--- config.mk ---
export PLATFORM = sky130hd
export DESIGN_NAME = dsw_top
export DESIGN_NICKNAME = d
export VERILOG_FILES = /design/src/hdl/dsw_pkg.sv /design/src/hdl/dsw_link_if.sv /design/src/hdl/dsw_i2c_link.sv /design/src/hdl/dsw_out_mux.sv /design/src/hdl/dsw_top.sv
export SDC_FILE = /design/constraint.sdc
export NUM_CORES = 1
export LEC_CHECK = 0
export BUFFER_PORTS_ARGS = -buffer_cell sky130_fd_sc_hd__buf_2
export CORE_ASPECT_RATIO = 0.75
export CORE_MARGIN = 2
export CORE_UTILIZATION = 37
export DETAILED_ROUTE_END_ITERATION = 7
export GPL_TIMING_DRIVEN = 0
export SKIP_LAST_GASP = 1
export SLEW_MARGIN = 10
export SYNTH_ARGS = -nofsm -noshare
export SYNTH_HDL_FRONTEND = slang
export SYNTH_SLANG_ARGS = --single-unit
--- constraint.sdc ---
create_clock -name clk_i -period 4 [get_ports clk_i]
set_input_delay 0.2 -clock clk_i [delete_from_list [all_inputs] [get_ports clk_i]]
set_output_delay 0.2 -clock clk_i [all_outputs]
set_load 0.05 [all_outputs]
--- src/hdl/dsw_pkg.sv ---
package dsw_pkg;
    // Register codes, also valid command bytes
    localparam logic [7:0] REG_NV0 = 8'h00;
    localparam logic [7:0] REG_NV1 = 8'h01;
    localparam logic [7:0] REG_INPUTS = 8'hff;
    // Override command field layout
    localparam logic [4:0] CMD_OV_PREFIX = 5'h1f;
    localparam int PFX_MSB = 7;
    localparam int PFX_LSB = 3;
    localparam int OV_HI_BIT = 2;
    localparam int OV_IN_BIT = 1;
    localparam int OV_OFF_BIT = 0;
    // Setting layout
    localparam int NV_W = 6;
    localparam int IN_W = 5;
    localparam int AUX_BIT = 5;
    localparam int RW_BIT = 0;
    localparam logic [5:0] NV_DEFAULT = 6'h00;
    localparam logic [1:0] NV_PAD = 2'h0;
    localparam logic [2:0] IN_PAD = 3'h0;
    localparam logic [1:0] WR_MAX = 2'h2;
    localparam logic [2:0] BYTE_LAST = 3'h7;
    // Target address upper bits, arbitrary value
    localparam logic [4:0] ADDR_HI_DEFAULT = 5'h0c;
    // Busy time after programming
    localparam int BUSY_TIME_US = 3600;
    localparam int CLK_PERIOD_PS = 4000;
    // Divide first, the plain product overflows a 32-bit int
    localparam int BUSY_CYCLES_DEF = BUSY_TIME_US * (1000000 / CLK_PERIOD_PS);
    localparam int BUSY_W = 20;

    typedef enum logic [2:0] {
        CK_NV0, CK_NV1, CK_INPUTS, CK_OV_NV0, CK_OV_NV1, CK_OV_IN,
        CK_OV_OFF, CK_BAD
    } dsw_cmd_t;

    typedef enum logic [1:0] {SRC_NV0, SRC_NV1, SRC_IN} dsw_src_t;

    function automatic dsw_cmd_t dsw_cmd_kind(input logic [7:0] b);
        dsw_cmd_t k;
        k = CK_BAD;
        if (b == REG_NV0) begin
            k = CK_NV0;
        end else if (b == REG_NV1) begin
            k = CK_NV1;
        end else if (b == REG_INPUTS) begin
            k = CK_INPUTS;
        end else if (b[PFX_MSB:PFX_LSB] == CMD_OV_PREFIX) begin
            if (b[OV_OFF_BIT]) k = CK_OV_OFF;
            else if (b[OV_IN_BIT]) k = CK_OV_IN;
            else if (b[OV_HI_BIT]) k = CK_OV_NV1;
            else k = CK_OV_NV0;
        end
        return k;
    endfunction : dsw_cmd_kind
endpackage : dsw_pkg

--- src/hdl/dsw_link_if.sv ---
interface dsw_link_if;
    logic start;
    logic stop;
    logic rx_stb;
    logic rx_first;
    logic rd;
    logic tx_stb;
    logic sda_oe;
    logic ack_ok;
    logic [7:0] rx_data;
    logic [7:0] tx_data;
    modport engine(output start, stop, rx_stb, rx_first, rd, tx_stb, sda_oe,
        rx_data, input ack_ok, tx_data);
    modport ctrl(input start, stop, rx_stb, rx_first, rd, tx_stb, sda_oe,
        rx_data, output ack_ok, tx_data);
endinterface : dsw_link_if

--- src/hdl/dsw_i2c_link.sv ---
module dsw_i2c_link (
    // Clock, reset, enable
    input wire logic clk_i,
    input wire logic sys_rst_i,
    input wire logic ce_i,
    // Bus pins
    input wire logic scl_i,
    input wire logic sda_i,
    // Byte side
    dsw_link_if.engine lk
);
    localparam logic [2:0] BYTE_LAST = dsw_pkg::BYTE_LAST;
    typedef enum logic [2:0] {ST_IDLE, ST_RX, ST_DEC, ST_ACK, ST_TX, ST_MACK}
        dsw_link_st_t;
    dsw_link_st_t st;
    logic [1:0] scl_s, sda_s;
    logic scl_d, sda_d, ackr, mack;
    logic [2:0] cnt;
    logic [7:0] sh, tsh;

    // Oversampled pins: start and stop need SDA seen while SCL is high
    wire scl_rise = scl_s[1] & ~scl_d;
    wire scl_fall = ~scl_s[1] & scl_d;
    wire start_c = scl_s[1] & scl_d & sda_d & ~sda_s[1];
    wire stop_c = scl_s[1] & scl_d & ~sda_d & sda_s[1];
    assign lk.rx_data = sh;

    always_ff @(posedge clk_i) begin
        if (sys_rst_i) begin
            scl_s <= 2'h3;
            sda_s <= 2'h3;
            scl_d <= 1'b1;
            sda_d <= 1'b1;
        end else if (ce_i) begin
            scl_s <= {scl_s[0], scl_i};
            sda_s <= {sda_s[0], sda_i};
            scl_d <= scl_s[1];
            sda_d <= sda_s[1];
        end
    end

    always_ff @(posedge clk_i) begin
        if (sys_rst_i) begin
            st <= ST_IDLE;
            cnt <= 3'h0;
            sh <= 8'h00;
            tsh <= 8'h00;
            ackr <= 1'b0;
            mack <= 1'b0;
            lk.rx_first <= 1'b0;
            lk.rd <= 1'b0;
            lk.sda_oe <= 1'b0;
            lk.start <= 1'b0;
            lk.stop <= 1'b0;
            lk.rx_stb <= 1'b0;
            lk.tx_stb <= 1'b0;
        end else if (ce_i) begin
            lk.start <= 1'b0;
            lk.stop <= 1'b0;
            lk.rx_stb <= 1'b0;
            lk.tx_stb <= 1'b0;
            if (start_c) begin
                st <= ST_RX;
                cnt <= 3'h0;
                lk.rx_first <= 1'b1;
                lk.sda_oe <= 1'b0;
                lk.start <= 1'b1;
            end else if (stop_c) begin
                st <= ST_IDLE;
                lk.sda_oe <= 1'b0;
                lk.stop <= 1'b1;
            end else begin
                case (st)
                    ST_RX: if (scl_rise) begin
                        sh <= {sh[6:0], sda_s[1]};
                        cnt <= cnt + 3'h1;
                        if (cnt == BYTE_LAST) begin
                            lk.rx_stb <= 1'b1;
                            st <= ST_DEC;
                        end
                    end
                    ST_DEC: begin
                        ackr <= lk.ack_ok;
                        if (lk.rx_first) lk.rd <= sh[dsw_pkg::RW_BIT];
                        st <= ST_ACK;
                    end
                    ST_ACK: if (scl_fall) begin
                        if (!ackr) begin
                            st <= ST_IDLE;
                        end else if (!lk.sda_oe) begin
                            lk.sda_oe <= 1'b1;
                        end else begin
                            lk.rx_first <= 1'b0;
                            cnt <= 3'h0;
                            if (lk.rd) begin
                                tsh <= lk.tx_data;
                                lk.sda_oe <= ~lk.tx_data[7];
                                lk.tx_stb <= 1'b1;
                                st <= ST_TX;
                            end else begin
                                lk.sda_oe <= 1'b0;
                                st <= ST_RX;
                            end
                        end
                    end
                    ST_TX: if (scl_fall) begin
                        if (cnt == BYTE_LAST) begin
                            lk.sda_oe <= 1'b0;
                            st <= ST_MACK;
                        end else begin
                            tsh <= {tsh[6:0], 1'b0};
                            lk.sda_oe <= ~tsh[6];
                            cnt <= cnt + 3'h1;
                        end
                    end
                    ST_MACK: if (scl_rise) begin
                        mack <= ~sda_s[1];
                    end else if (scl_fall) begin
                        cnt <= 3'h0;
                        if (mack) begin
                            tsh <= lk.tx_data;
                            lk.sda_oe <= ~lk.tx_data[7];
                            lk.tx_stb <= 1'b1;
                            st <= ST_TX;
                        end else begin
                            st <= ST_IDLE;
                        end
                    end
                    default: st <= ST_IDLE;
                endcase
            end
        end
    end

endmodule : dsw_i2c_link

--- src/hdl/dsw_out_mux.sv ---
module dsw_out_mux (
    // Clock, reset, enable
    input wire logic clk_i,
    input wire logic sys_rst_i,
    input wire logic ce_i,
    // Sources
    input wire logic [5:0] nv0_i,
    input wire logic [5:0] nv1_i,
    input wire logic [4:0] sw_i,
    // Selection
    input wire logic sel_lo_i,
    input wire logic sel_hi_i,
    input wire logic ovr_en_i,
    input wire dsw_pkg::dsw_src_t ovr_src_i,
    // Outputs
    output logic [4:0] mux_o,
    output logic aux_o
);
    // Pins steer only while no override stands
    wire sel_nv1 = ovr_en_i ? (ovr_src_i == dsw_pkg::SRC_NV1)
        : !sel_hi_i;
    wire use_in = ovr_en_i ? (ovr_src_i == dsw_pkg::SRC_IN)
        : sel_lo_i;
    wire aux_follow = ovr_en_i ? (ovr_src_i != dsw_pkg::SRC_IN)
        : !sel_lo_i;
    wire [5:0] nv_pick = sel_nv1 ? nv1_i : nv0_i;
    wire [4:0] next_mux = use_in ? sw_i : nv_pick[4:0];
    wire next_aux = aux_follow ? nv_pick[dsw_pkg::AUX_BIT] : aux_o;

    always_ff @(posedge clk_i) begin
        if (sys_rst_i) begin
            mux_o <= 5'h00;
            aux_o <= 1'b0;
        end else if (ce_i) begin
            mux_o <= next_mux;
            aux_o <= next_aux;
        end
    end

    a_aux_latch_hold:
    assert property (@(posedge clk_i) disable iff (sys_rst_i)
        (ce_i && !ovr_en_i && sel_lo_i) |=> $stable(aux_o))
    else $error("Aux output moved while latched");
endmodule : dsw_out_mux

--- src/hdl/dsw_top.sv ---
// Contract
// - First written byte is a command; reserved codes are not acknowledged.
// - Codes f8 and fc drive outputs from setting 0 or 1, overriding pins.
// - Codes 11111x10 drive the five outputs from the switch inputs.
// - Codes 11111xx1 other than ff cancel the override; pins choose the source again.
// - Setting command plus data programs that setting at stop, if unlocked.
// - A second data byte programs the other setting at the same stop.
// - A third data byte is refused and nothing is programmed.
// - Each setting byte read under command 00 or 01, or accepted write, moves the pointer to the other setting; reads under other commands leave it.
// - Reads after ff return switch inputs in bits 4..0, zeros above.
// - Reads after 01 start from setting 1.
// - Setting byte holds aux in bit 5, outputs in 4..0; 7..6 read zero.
// - Both settings start as all zeros.
// - Data after an override command is not acknowledged.
// - Read data depends on the most recently written command.
// - Aux output follows its source while low select is 0, else holds.
// - Aux output carries bit 5 of the chosen setting.
// - Own address is not acknowledged for 3.6 ms after programming.
// - With write lock high, command acked but data refused, nothing stored.
// - Low select 0: outputs from setting 0 if high select 1, else 1.
// - Low select 1: outputs follow switches, aux latched from a setting.
// - Pin selection applies only while no override is in effect.
// - Reset initialises volatile registers and the bus machine.
module dsw_top #(
    parameter int BUSY_CYCLES = dsw_pkg::BUSY_CYCLES_DEF,
    parameter logic [4:0] ADDR_HI = dsw_pkg::ADDR_HI_DEFAULT
) (
    // Clock, reset, enable
    input wire logic clk_i,
    input wire logic sys_rst_i,
    input wire logic ce_i,
    // Bus pins
    input wire logic scl_i,
    input wire logic sda_i,
    output logic sda_o,
    output logic sda_oe_o,
    // Address straps and controls
    input wire logic [1:0] addr_i,
    input wire logic wp_i,
    input wire logic sel_lo_i,
    input wire logic sel_hi_i,
    // Switch inputs and selected outputs
    input wire logic [4:0] sw_in_i,
    output logic [4:0] mux_o,
    output logic aux_o
);
    localparam int PIN_W = 10;
    localparam int BUSY_W = dsw_pkg::BUSY_W;
    localparam logic [BUSY_W-1:0] BUSY_LOAD = BUSY_W'(BUSY_CYCLES - 1);

    dsw_link_if lk();

    // Pin synchronisers
    logic [PIN_W-1:0] pin_s1, pin_s2;
    wire [PIN_W-1:0] pin_raw = {wp_i, sel_hi_i, sel_lo_i, addr_i, sw_in_i};
    wire [4:0] sw_s = pin_s2[4:0];
    wire [1:0] addr_s = pin_s2[6:5];
    wire sel_lo_s = pin_s2[7];
    wire sel_hi_s = pin_s2[8];
    wire wp_s = pin_s2[9];

    always_ff @(posedge clk_i) begin
        if (sys_rst_i) begin
            pin_s1 <= '0;
            pin_s2 <= '0;
        end else if (ce_i) begin
            pin_s1 <= pin_raw;
            pin_s2 <= pin_s1;
        end
    end

    // Settings survive reset, so they carry a power-up value only
    logic [5:0] nv [2] = '{dsw_pkg::NV_DEFAULT, dsw_pkg::NV_DEFAULT};
    logic [5:0] pend [2];
    logic [1:0] pend_v;

    dsw_pkg::dsw_cmd_t cmd;
    dsw_pkg::dsw_src_t ovr_src;
    logic ovr_en;
    logic in_cmd;
    logic ptr;
    logic bad;
    logic busy;
    logic [1:0] wcnt;
    logic [BUSY_W-1:0] busy_cnt;

    // Byte decoding
    dsw_pkg::dsw_cmd_t rx_kind;
    assign rx_kind = dsw_pkg::dsw_cmd_kind(lk.rx_data);
    wire addr_match = lk.rx_data[7:1] == {ADDR_HI, addr_s};
    wire cmd_is_nv = (cmd == dsw_pkg::CK_NV0) || (cmd == dsw_pkg::CK_NV1);
    wire data_ok = cmd_is_nv && !wp_s && (wcnt < dsw_pkg::WR_MAX);
    wire addr_ok = addr_match && !busy;
    wire cmd_ok = rx_kind != dsw_pkg::CK_BAD;
    // Override and input-register commands take no data
    assign lk.ack_ok = lk.rx_first ? addr_ok
        : (in_cmd ? cmd_ok : data_ok);
    wire rx_addr = lk.rx_stb && lk.rx_first;
    wire rx_cmd = lk.rx_stb && !lk.rx_first && in_cmd;
    wire rx_dat = lk.rx_stb && !lk.rx_first && !in_cmd;
    wire commit = lk.stop && (|pend_v) && !bad;

    // Read data
    wire [5:0] nv_rd = ptr ? nv[1] : nv[0];
    assign lk.tx_data = (cmd == dsw_pkg::CK_INPUTS)
        ? {dsw_pkg::IN_PAD, sw_s}
        : {dsw_pkg::NV_PAD, nv_rd};

    // Transfer context
    always_ff @(posedge clk_i) begin
        if (sys_rst_i) begin
            in_cmd <= 1'b0;
            wcnt <= 2'h0;
            bad <= 1'b0;
        end else if (ce_i) begin
            if (lk.start) begin
                in_cmd <= 1'b0;
                wcnt <= 2'h0;
                bad <= 1'b0;
            end else if (rx_addr) begin
                in_cmd <= lk.ack_ok && !lk.rx_data[dsw_pkg::RW_BIT];
            end else if (rx_cmd) begin
                in_cmd <= 1'b0;
            end else if (rx_dat) begin
                if (data_ok) begin
                    wcnt <= wcnt + 2'h1;
                end else if (cmd_is_nv && wcnt == dsw_pkg::WR_MAX) begin
                    bad <= 1'b1;
                end
            end
        end
    end

    // Command, pointer and override
    always_ff @(posedge clk_i) begin
        if (sys_rst_i) begin
            cmd <= dsw_pkg::CK_NV0;
            ptr <= 1'b0;
            ovr_en <= 1'b0;
            ovr_src <= dsw_pkg::SRC_NV0;
        end else if (ce_i) begin
            if (rx_cmd && cmd_ok) begin
                cmd <= rx_kind;
                case (rx_kind)
                    dsw_pkg::CK_NV0: ptr <= 1'b0;
                    dsw_pkg::CK_NV1: ptr <= 1'b1;
                    dsw_pkg::CK_OV_NV0: begin
                        ovr_en <= 1'b1;
                        ovr_src <= dsw_pkg::SRC_NV0;
                    end
                    dsw_pkg::CK_OV_NV1: begin
                        ovr_en <= 1'b1;
                        ovr_src <= dsw_pkg::SRC_NV1;
                    end
                    dsw_pkg::CK_OV_IN: begin
                        ovr_en <= 1'b1;
                        ovr_src <= dsw_pkg::SRC_IN;
                    end
                    dsw_pkg::CK_OV_OFF: ovr_en <= 1'b0;
                    default: ptr <= ptr;
                endcase
            end else if ((rx_dat && data_ok) || (lk.tx_stb && cmd_is_nv)) begin
                ptr <= ~ptr;
            end
        end
    end

    // Pending bytes, programmed only at stop
    always_ff @(posedge clk_i) begin
        if (sys_rst_i) begin
            pend_v <= 2'h0;
            pend[0] <= dsw_pkg::NV_DEFAULT;
            pend[1] <= dsw_pkg::NV_DEFAULT;
        end else if (ce_i) begin
            if (lk.start || lk.stop) begin
                pend_v <= 2'h0;
            end else if (rx_dat && data_ok) begin
                pend[ptr] <= lk.rx_data[5:0];
                pend_v[ptr] <= 1'b1;
            end
        end
    end

    always_ff @(posedge clk_i) begin
        if (ce_i && commit) begin
            if (pend_v[0]) nv[0] <= pend[0];
            if (pend_v[1]) nv[1] <= pend[1];
        end
    end

    // Busy window after programming
    always_ff @(posedge clk_i) begin
        if (sys_rst_i) begin
            busy <= 1'b0;
            busy_cnt <= '0;
        end else if (ce_i) begin
            if (commit) begin
                busy <= 1'b1;
                busy_cnt <= BUSY_LOAD;
            end else if (busy) begin
                if (busy_cnt == '0) busy <= 1'b0;
                else busy_cnt <= busy_cnt - BUSY_W'(1);
            end
        end
    end

    // SDA only ever pulls low
    always_ff @(posedge clk_i) begin
        if (sys_rst_i) sda_o <= 1'b0;
        else sda_o <= 1'b0;
    end
    assign sda_oe_o = lk.sda_oe;

    dsw_i2c_link u_link (
        .clk_i(clk_i),
        .sys_rst_i(sys_rst_i),
        .ce_i(ce_i),
        .scl_i(scl_i),
        .sda_i(sda_i),
        .lk(lk)
    );

    dsw_out_mux u_mux (
        .clk_i(clk_i),
        .sys_rst_i(sys_rst_i),
        .ce_i(ce_i),
        .nv0_i(nv[0]),
        .nv1_i(nv[1]),
        .sw_i(sw_s),
        .sel_lo_i(sel_lo_s),
        .sel_hi_i(sel_hi_s),
        .ovr_en_i(ovr_en),
        .ovr_src_i(ovr_src),
        .mux_o(mux_o),
        .aux_o(aux_o)
    );

    a_bad_cmd_nack:
    assert property (@(posedge clk_i) disable iff (sys_rst_i)
        (lk.rx_stb && !lk.rx_first && in_cmd && rx_kind == dsw_pkg::CK_BAD)
        |-> !lk.ack_ok)
    else $error("Reserved command acknowledged");

    a_ovr_nv_set:
    assert property (@(posedge clk_i) disable iff (sys_rst_i)
        (ce_i && rx_cmd && lk.rx_data == 8'hfc)
        |=> (ovr_en && ovr_src == dsw_pkg::SRC_NV1))
    else $error("Override to setting 1 not taken");

    a_ovr_in_set:
    assert property (@(posedge clk_i) disable iff (sys_rst_i)
        (ce_i && rx_cmd && lk.rx_data[7:3] == 5'h1f
        && lk.rx_data[1:0] == 2'h2) |=> (ovr_en && ovr_src == dsw_pkg::SRC_IN))
    else $error("Override to inputs not taken");

    a_ovr_cancel:
    assert property (@(posedge clk_i) disable iff (sys_rst_i)
        (ce_i && rx_cmd && rx_kind == dsw_pkg::CK_OV_OFF) |=> !ovr_en)
    else $error("Override not cancelled");

    a_commit_busy:
    assert property (@(posedge clk_i) disable iff (sys_rst_i)
        (ce_i && lk.stop && pend_v != 2'h0 && !bad) |=> busy)
    else $error("Programming did not start busy window");

    a_extra_nack:
    assert property (@(posedge clk_i) disable iff (sys_rst_i)
        (rx_dat && wcnt == 2'h2) |-> !lk.ack_ok)
    else $error("Third data byte acknowledged");

    a_ptr_toggle:
    assert property (@(posedge clk_i) disable iff (sys_rst_i)
        (ce_i && rx_dat && lk.ack_ok) |=> (ptr != $past(ptr)))
    else $error("Pointer did not advance");

    a_input_read:
    assert property (@(posedge clk_i) disable iff (sys_rst_i)
        (cmd == dsw_pkg::CK_INPUTS) |-> (lk.tx_data == {3'h0, sw_s}))
    else $error("Input read data wrong");

    a_ovr_data_nack:
    assert property (@(posedge clk_i) disable iff (sys_rst_i)
        (rx_dat && !cmd_is_nv) |-> !lk.ack_ok)
    else $error("Data after override acknowledged");

    a_busy_addr_nack:
    assert property (@(posedge clk_i) disable iff (sys_rst_i)
        (rx_addr && busy) |-> !lk.ack_ok)
    else $error("Address acknowledged while busy");

    a_wp_data_nack:
    assert property (@(posedge clk_i) disable iff (sys_rst_i)
        (rx_dat && wp_s) |-> !lk.ack_ok)
    else $error("Data acknowledged while locked");

    a_no_bad_commit:
    assert property (@(posedge clk_i) disable iff (sys_rst_i)
        (ce_i && lk.stop && bad) |=> !busy || $past(busy))
    else $error("Programming after refused byte");

    a_nv0_commit:
    assert property (@(posedge clk_i) disable iff (sys_rst_i)
        (ce_i && commit && pend_v[0]) |=> (nv[0] == $past(pend[0])))
    else $error("Setting 0 not programmed at stop");

    a_nv1_commit:
    assert property (@(posedge clk_i) disable iff (sys_rst_i)
        (ce_i && commit && pend_v[1]) |=> (nv[1] == $past(pend[1])))
    else $error("Setting 1 not programmed at stop");

    a_rd_nv1_sel:
    assert property (@(posedge clk_i) disable iff (sys_rst_i)
        (ce_i && rx_cmd && rx_kind == dsw_pkg::CK_NV1)
        |=> (lk.tx_data == {dsw_pkg::NV_PAD, nv[1]}))
    else $error("Read after 01 not from setting 1");

    a_rd_nv0_sel:
    assert property (@(posedge clk_i) disable iff (sys_rst_i)
        (ce_i && rx_cmd && rx_kind == dsw_pkg::CK_NV0)
        |=> (lk.tx_data == {dsw_pkg::NV_PAD, nv[0]}))
    else $error("Read after 00 not from setting 0");

    a_aux_nv1_ovr:
    assert property (@(posedge clk_i) disable iff (sys_rst_i)
        (ce_i && ovr_en && ovr_src == dsw_pkg::SRC_NV1)
        |=> (aux_o == $past(nv[1][dsw_pkg::AUX_BIT])))
    else $error("Aux output not from setting 1");

    a_lock_no_pend:
    assert property (@(posedge clk_i) disable iff (sys_rst_i)
        (ce_i && rx_dat && wp_s) |=> $stable(pend_v))
    else $error("Data stored while locked");

    a_pin_nv0_out:
    assert property (@(posedge clk_i) disable iff (sys_rst_i)
        (ce_i && !ovr_en && !sel_lo_s && sel_hi_s)
        |=> (mux_o == $past(nv[0][dsw_pkg::IN_W-1:0])))
    else $error("Outputs not from setting 0");

    a_pin_sw_out:
    assert property (@(posedge clk_i) disable iff (sys_rst_i)
        (ce_i && !ovr_en && sel_lo_s) |=> (mux_o == $past(sw_s)))
    else $error("Outputs not from switch inputs");

    a_reset_defaults:
    assert property (@(posedge clk_i)
        sys_rst_i |=> (!ovr_en && !ptr && !busy))
    else $error("State not at default after reset");

    a_ovr_stands:
    assert property (@(posedge clk_i) disable iff (sys_rst_i)
        (ce_i && !rx_cmd) |=> $stable(ovr_en))
    else $error("Override changed without command");
endmodule : dsw_top

# --- After elaboration in Yosys (flattened, before gate mapping) ---
# Memories as Yosys holds them, arrays and structs flattened.
# Index checks and enable logic that the tools add are counted.
word_totals:
  out_inout_bits: 8
  register_bits: 96
  n_memories: 2
  in_bits: 15
  mem_bits_rw: 24
  word_cells: 312
op_classes:
  mux: 132
  reduce_logical: 69
  add_sub_neg: 3
  n_eq_ne: 55
  order_cmp: 3
  bitwise_logic: 17
memory_table:
  columns: ["memory", "words", "word_bits", "read_ports", "rd_ports_with_merged_regs", "wr", "line", "source"]
  rows:
  - ["nv", 2, 6, 2, 0, 2, "dsw_top.sv:73", "logic [5:0] nv [2] = '{dsw_pkg::NV_DEFAULT, dsw_pkg::NV_DEFAULT};"]
  - ["pend", 2, 6, 2, 0, 2, "dsw_top.sv:74", "logic [5:0] pend [2];"]
op_table:
  columns: ["operator", "count"]
  rows:
  - ["$mux W3", 30]
  - ["$mux W1", 69]
  - ["$mux W7", 9]
  - ["$mux W20", 3]
  - ["$ne A4 B1 Y1 const B", 8]
  - ["$mux W6", 4]
  - ["$ne A2 B1 Y1 const B", 11]
  - ["$reduce_bool A2 Y1", 11]
  - ["$ne A3 B1 Y1 const B", 7]
  - ["$pmux W7 S3", 1]
  - ["$logic_not A20 Y1", 1]
  - ["$reduce_and A5 Y1", 4]
  - ["$sub A20 B1 Y20 const B", 1]
  - ["$eq A3 B3 Y1 const B", 6]
  - ["$logic_and A1 B1 Y1", 16]
  - ["$pmux W3 S5", 1]
  - ["$mux W2", 7]
  - ["$reduce_and A13 Y1", 1]
  - ["$eq A3 B2 Y1 const B", 4]
  - ["$pmux W3 S4", 1]
  - ["$reduce_and A3 Y1", 4]
  - ["$reduce_and A6 Y1", 2]
  - ["$reduce_and A11 Y1", 1]
  - ["$reduce_bool A5 Y1", 2]
  - ["other kinds (38)", 75]

# --- Logic depth before layout (Yosys ltp) ---
depth:
  depth_word: 13
  depth_mapped: 8
  depth_no_buf: 7

# --- Modules after synthesis ---
# Synthesis repeated with hierarchy kept, for this count alone.
hier_totals:
  hier_cells: 648
  area_unflattened_um2: 5978.2
modules_own_cells:
  columns: ["mod", "seq_area_each_um2", "cells_per_inst", "n_inst", "area_each_um2"]
  rows:
  - ["dsw_top", 1801.7, 372, 1, 3606.0]
  - ["dsw_i2c_link", 720.7, 212, 1, 1848.0]
  - ["dsw_out_mux", 120.1, 64, 1, 524.3]

# --- Worst setup path before layout ---
# Ideal clock, no wire load.
synth_path:
  path_kind: "register to register"
  startpoint: "reg cmd[1]"
  endpoint: "mem pend[0][0] (enable)"
  setup_time_ns: 0.377
  required_time_ns: 3.623
  slack_ns: 1.314
  synth_period_minus_slack_ns: 2.686
  stages_incl_launch_ff: 6
  n_path_buf: 1
  t_arrival_ns: 2.309
  cell_sequence: "dfxtp_1 or4_4 or4_1 clkbuf_2 or3_4 o21ai_0"
synth_rtl:
  columns: ["element", "line", "source"]
  rows:
  - ["start, declared", "dsw_top.sv:77", "dsw_pkg::dsw_cmd_t cmd;"]
  - ["start signal, assigned", "dsw_top.sv:137", "cmd <= dsw_pkg::CK_NV0;"]
  - ["start signal, assigned", "dsw_top.sv:143", "cmd <= rx_kind;"]
  - ["end, declared", "dsw_top.sv:74", null]

==> summary.json <==
{
  "routing": {
    "dr.first_iter.drc_count": 409,
    "post_drt_wl_per_cell_um": 16.3,
    "detail_route.first_pass.iterations": 5,
    "route.detailed.vias_per_inst": 5.44,
    "drc_viols": 0,
    "route.antenna.remaining_nets": 0,
    "dr_total_vias": 4772,
    "finalWirelength_um": 14300
  },
  "setup_path": {
    "worst_setup_path_start_kind": "register",
    "cp-end-kind": "register",
    "critPathRequiredTime_ns": 4.05,
    "timing.setup.critical_path_class": "reg -> reg",
    "critical_path_peak_fanout": 7,
    "critical_path_arrival_ns": 2.92
  },
  "logic_synthesis": {
    "synth-adder-area-share_pct": 0.881,
    "synthFlopType": "dfxtp_1",
    "number_of_synthesized_register_bits": 120,
    "synth.yosys.seq_area_share_pct": 46.5,
    "synth_top_family_by_area": "simple AND/OR/NAND/NOR gates",
    "post_synth.cell_area_avg_um2": 9.18,
    "ys_async_sr_fraction_pct": 0,
    "synth_compound_gate_area_share_pct": 14.1,
    "synth_xor_area_share_pct": 2.16,
    "synth_simple_gate_area_share_pct": 22.1,
    "postSynthCellCount": 619,
    "synth_enable_flop_cells": 24,
    "synthesis.nets": 638,
    "synth.cell_area_mm2": 0.00568,
    "multiplexer_share_of_the_synthesized_area_pct": 10.4,
    "synth_cell_types": 66,
    "yosys_warn_count": 0
  },
  "placement": {
    "placed_area_mm2": 0.00604,
    "portBuffers": 21,
    "dpl.hpwl_um": 10400,
    "finalWeightedCongestion": 0.923
  },
  "final_layout": {
    "synth_to_final_area_change_pct": 17.0,
    "post_route_cells_drive_above_1_share_pct": 11.4,
    "finalInstanceArea_mm2": 0.00664,
    "nNetsFinal": 679,
    "antenna-diode-count": 0
  },
  "grt": {
    "grt_pass1_vias": 4528,
    "grt.total_usage_pct": 18.4,
    "initial_antenna_violation_count": 0,
    "grt_max_degree": 17,
    "first_pass_grt_wire_length_um": 23500,
    "grt_overflow": 0
  },
  "cts": {
    "cts_made_buffers": 17,
    "post_cts_resize_count": 0,
    "clk_root_buffer_cell": "clkbuf_16",
    "cts_h_tree_lvls": 4,
    "clk_path_buf_depth": 2,
    "path_clk_slew_ns": 0.05,
    "clock_tree_from_tritoncts": "built",
    "postCtsSetupBuffers": 0,
    "clock_latency_ns": 0.42,
    "cts_sinks": 120
  },
  "power": {
    "p_per_area_mw_per_mm2": 439,
    "power.static_leakage_uw": 0.00252,
    "max-vdd-ir-drop_v": 0.000224
  },
  "floorplan": {
    "coreArea_mm2": 0.0151,
    "die_width_um": 147,
    "fp.dieH_um": 111,
    "dieArea_mm2": 0.0164,
    "floorplan.initialDensity_pct": 37.6,
    "num_io_pins": 23,
    "num_rows": 39
  },
  "timing": {
    "worst_hold_slack_ns": 0.0156,
    "timing.final.crit_share_pct": 71.7,
    "final-setup-viol-count": 0,
    "fin_setup_tns_ns": 0,
    "finalWorstPathRequiredPeriod_ns": 2.87,
    "fmaxAchievable_ghz": 0.349,
    "slew_headroom_pct": 31.1,
    "slew_violations": 0,
    "final.setup_skew_ns": 0.00338,
    "rsz0062_at_grt": "false",
    "timing_hold_violations_final": 0,
    "max_slew.worst_pin.slew_ns": 1.01
  },
  "flow_run": {
    "drv.max_cap_violation_count": 0
  },
  "min_path": {
    "hold_class": "in -> reg"
  },
  "run_status": {
    "outcome": "finished, final reports clean"
  }
}
-- per-stage QoR --
stage	total power [uW]	setup WS (ns)	util (%)	std cells
floorplan	1380	1.31	-	619
global placement	1420	1.15	39.9	845
detailed placement	1430	1.11	39.9	845
CTS	2940	1.11	43.9	878
global route	3020	0.957	43.9	878
finish	2920	1.13	43.9	878
-- cell usage after synthesis, types with 3 or more instances --
library cell / instances / area share (%)
a31o_2: 5 / 0.77
a311oi_1: 6 / 0.93
and4_1: 3 / 0.46
and3_1: 6 / 0.66
nand2b_1: 7 / 0.77
a31oi_1: 6 / 0.66
a21oi_1: 39 / 3.4
nor3_1: 26 / 2.3
o21a_1: 4 / 0.53
nor4_1: 5 / 0.55
mux2i_1: 52 / 9.2
nor2b_1: 13 / 1.4
o21ai_0: 14 / 1.2
a211oi_1: 9 / 1.2
o22ai_1: 4 / 0.44
nand3b_1: 4 / 0.53
nand4_1: 11 / 1.2
dfxtp_1: 96 / 34
edfxtp_1: 24 / 13
a32oi_1: 3 / 0.46
or3_1: 6 / 0.66
a221oi_1: 3 / 0.46
clkbuf_1: 35 / 2.3
ha_1: 4 / 0.88
xnor2_1: 8 / 1.2
buf_2: 3 / 0.26
a2111oi_0: 5 / 0.77
mux2_2: 6 / 1.2
nand2_1: 45 / 3.0
inv_1: 14 / 0.93
o32ai_1: 3 / 0.46
nor2_1: 76 / 5.0
nand3_1: 12 / 1.1
xor2_1: 6 / 0.93
or2_2: 3 / 0.33
and2_1: 16 / 1.8
-- registers in the layout (all words and copies together), names as in the netlist, 3 cells and up --
| name | count |
|---|---|
| pend | 12 |
| u_link.st | 3 |
| u_link.tsh | 7 |
| u_mux.mux_o | 5 |
| u_link.lk.rx_data | 8 |
| busy_cnt | 20 |
| cmd | 3 |
| nv | 12 |
| u_link.cnt | 3 |
| pin_s2 | 10 |
| pin_s1 | 10 |
-- cells by family after synthesis --
logic type / count (synthesis)
other: 1
and+or+nand+nor: 247
muxes: 58
AOI/OAI and AO/OA: 119
xor gates and xnor gates: 14
adders and majority gates: 4
DFF: 120
buffers and inverters: 56
-- critical path, cell delays in order, from the launching register on --
cell and delay, ns:
dfxtp_1 0.33, or4_4 0.55, or4_1 0.47, clkbuf_2 0.18
or3_4 0.37, o21ai_0 0.60
-- worst paths after layout --
path / from / to / slack, ns / cells after the start
worst max-delay path: cmd[1] / pend[0][3] / 1.13 / 5
worst min register to register: pend[0][0] / nv[0][0] / 0.42 / 0
worst min-delay path: sel_hi_i / pin_s1[8] / 0.02 / 3
worst max register to register: cmd[1] / pend[0][3] / 1.13 / 5
-- per-layer routing --
metal	track usage [%]	routed length, um	share of wire, %	vias up
met5	0	0	0	-
met1	26.3	6960	49	2272
li1	-	-	-	2323
met3	4.77	1000	7.0	18
met2	26.9	6210	43	159
met4	6.54	174	1.2	0
-- what timing repair did --
action,4_1_cts,5_1_grt
setup endpoints to repair,0,0
endpoints found under the hold margin,1,0
hold buffers,1,0
-- layout make-up --
cell class,instances,area (um2)
fillers,1458,8480
well taps,205,256
inverters,14,52.6
repair buffers,22,115
multi-input cells,443,2820
clock inverters,11,121
clock buffers,21,470
plain buffers,42,166
flip-flops and latches,120,2640
-- where the power goes --
group | switching [uW] | internal, uW | total (uW)
logic | 93.6 | 42.0 | 136
registers | 10.4 | 1250 | 1270
clock network | 551 | 964 | 1520
-- layout by cell type, fill, tap and decap left out, drive strengths merged, types with 3 or more instances in the layout --
cell type | synthesis | routed
inv | 14 | 15
or2 | 3 | 3
nand2 | 45 | 45
o21ai | 14 | 14
a211oi | 9 | 9
a32oi | 3 | 3
nor4 | 5 | 5
nand2b | 7 | 7
and2 | 17 | 17
a2111oi | 5 | 5
ha | 4 | 4
or3 | 7 | 7
nand3 | 12 | 12
dfxtp | 96 | 96
nand4 | 11 | 11
and4 | 3 | 3
nor2b | 13 | 13
a311oi | 6 | 6
edfxtp | 24 | 24
and3 | 6 | 6
a21boi | 3 | 3
mux2i | 52 | 52
nor3 | 27 | 27
mux2 | 6 | 6
clkinv | 0 | 6
nor2 | 76 | 76
a31o | 5 | 5
o21a | 4 | 4
a21oi | 39 | 39
o32ai | 3 | 3
clkbuf | 36 | 57
a221oi | 3 | 3
xor2 | 6 | 6
or4 | 3 | 3
a31oi | 6 | 6
buf | 6 | 27
nand3b | 4 | 4
xnor2 | 8 | 8
o22ai | 4 | 4
(Power assumes the default switching activity.)
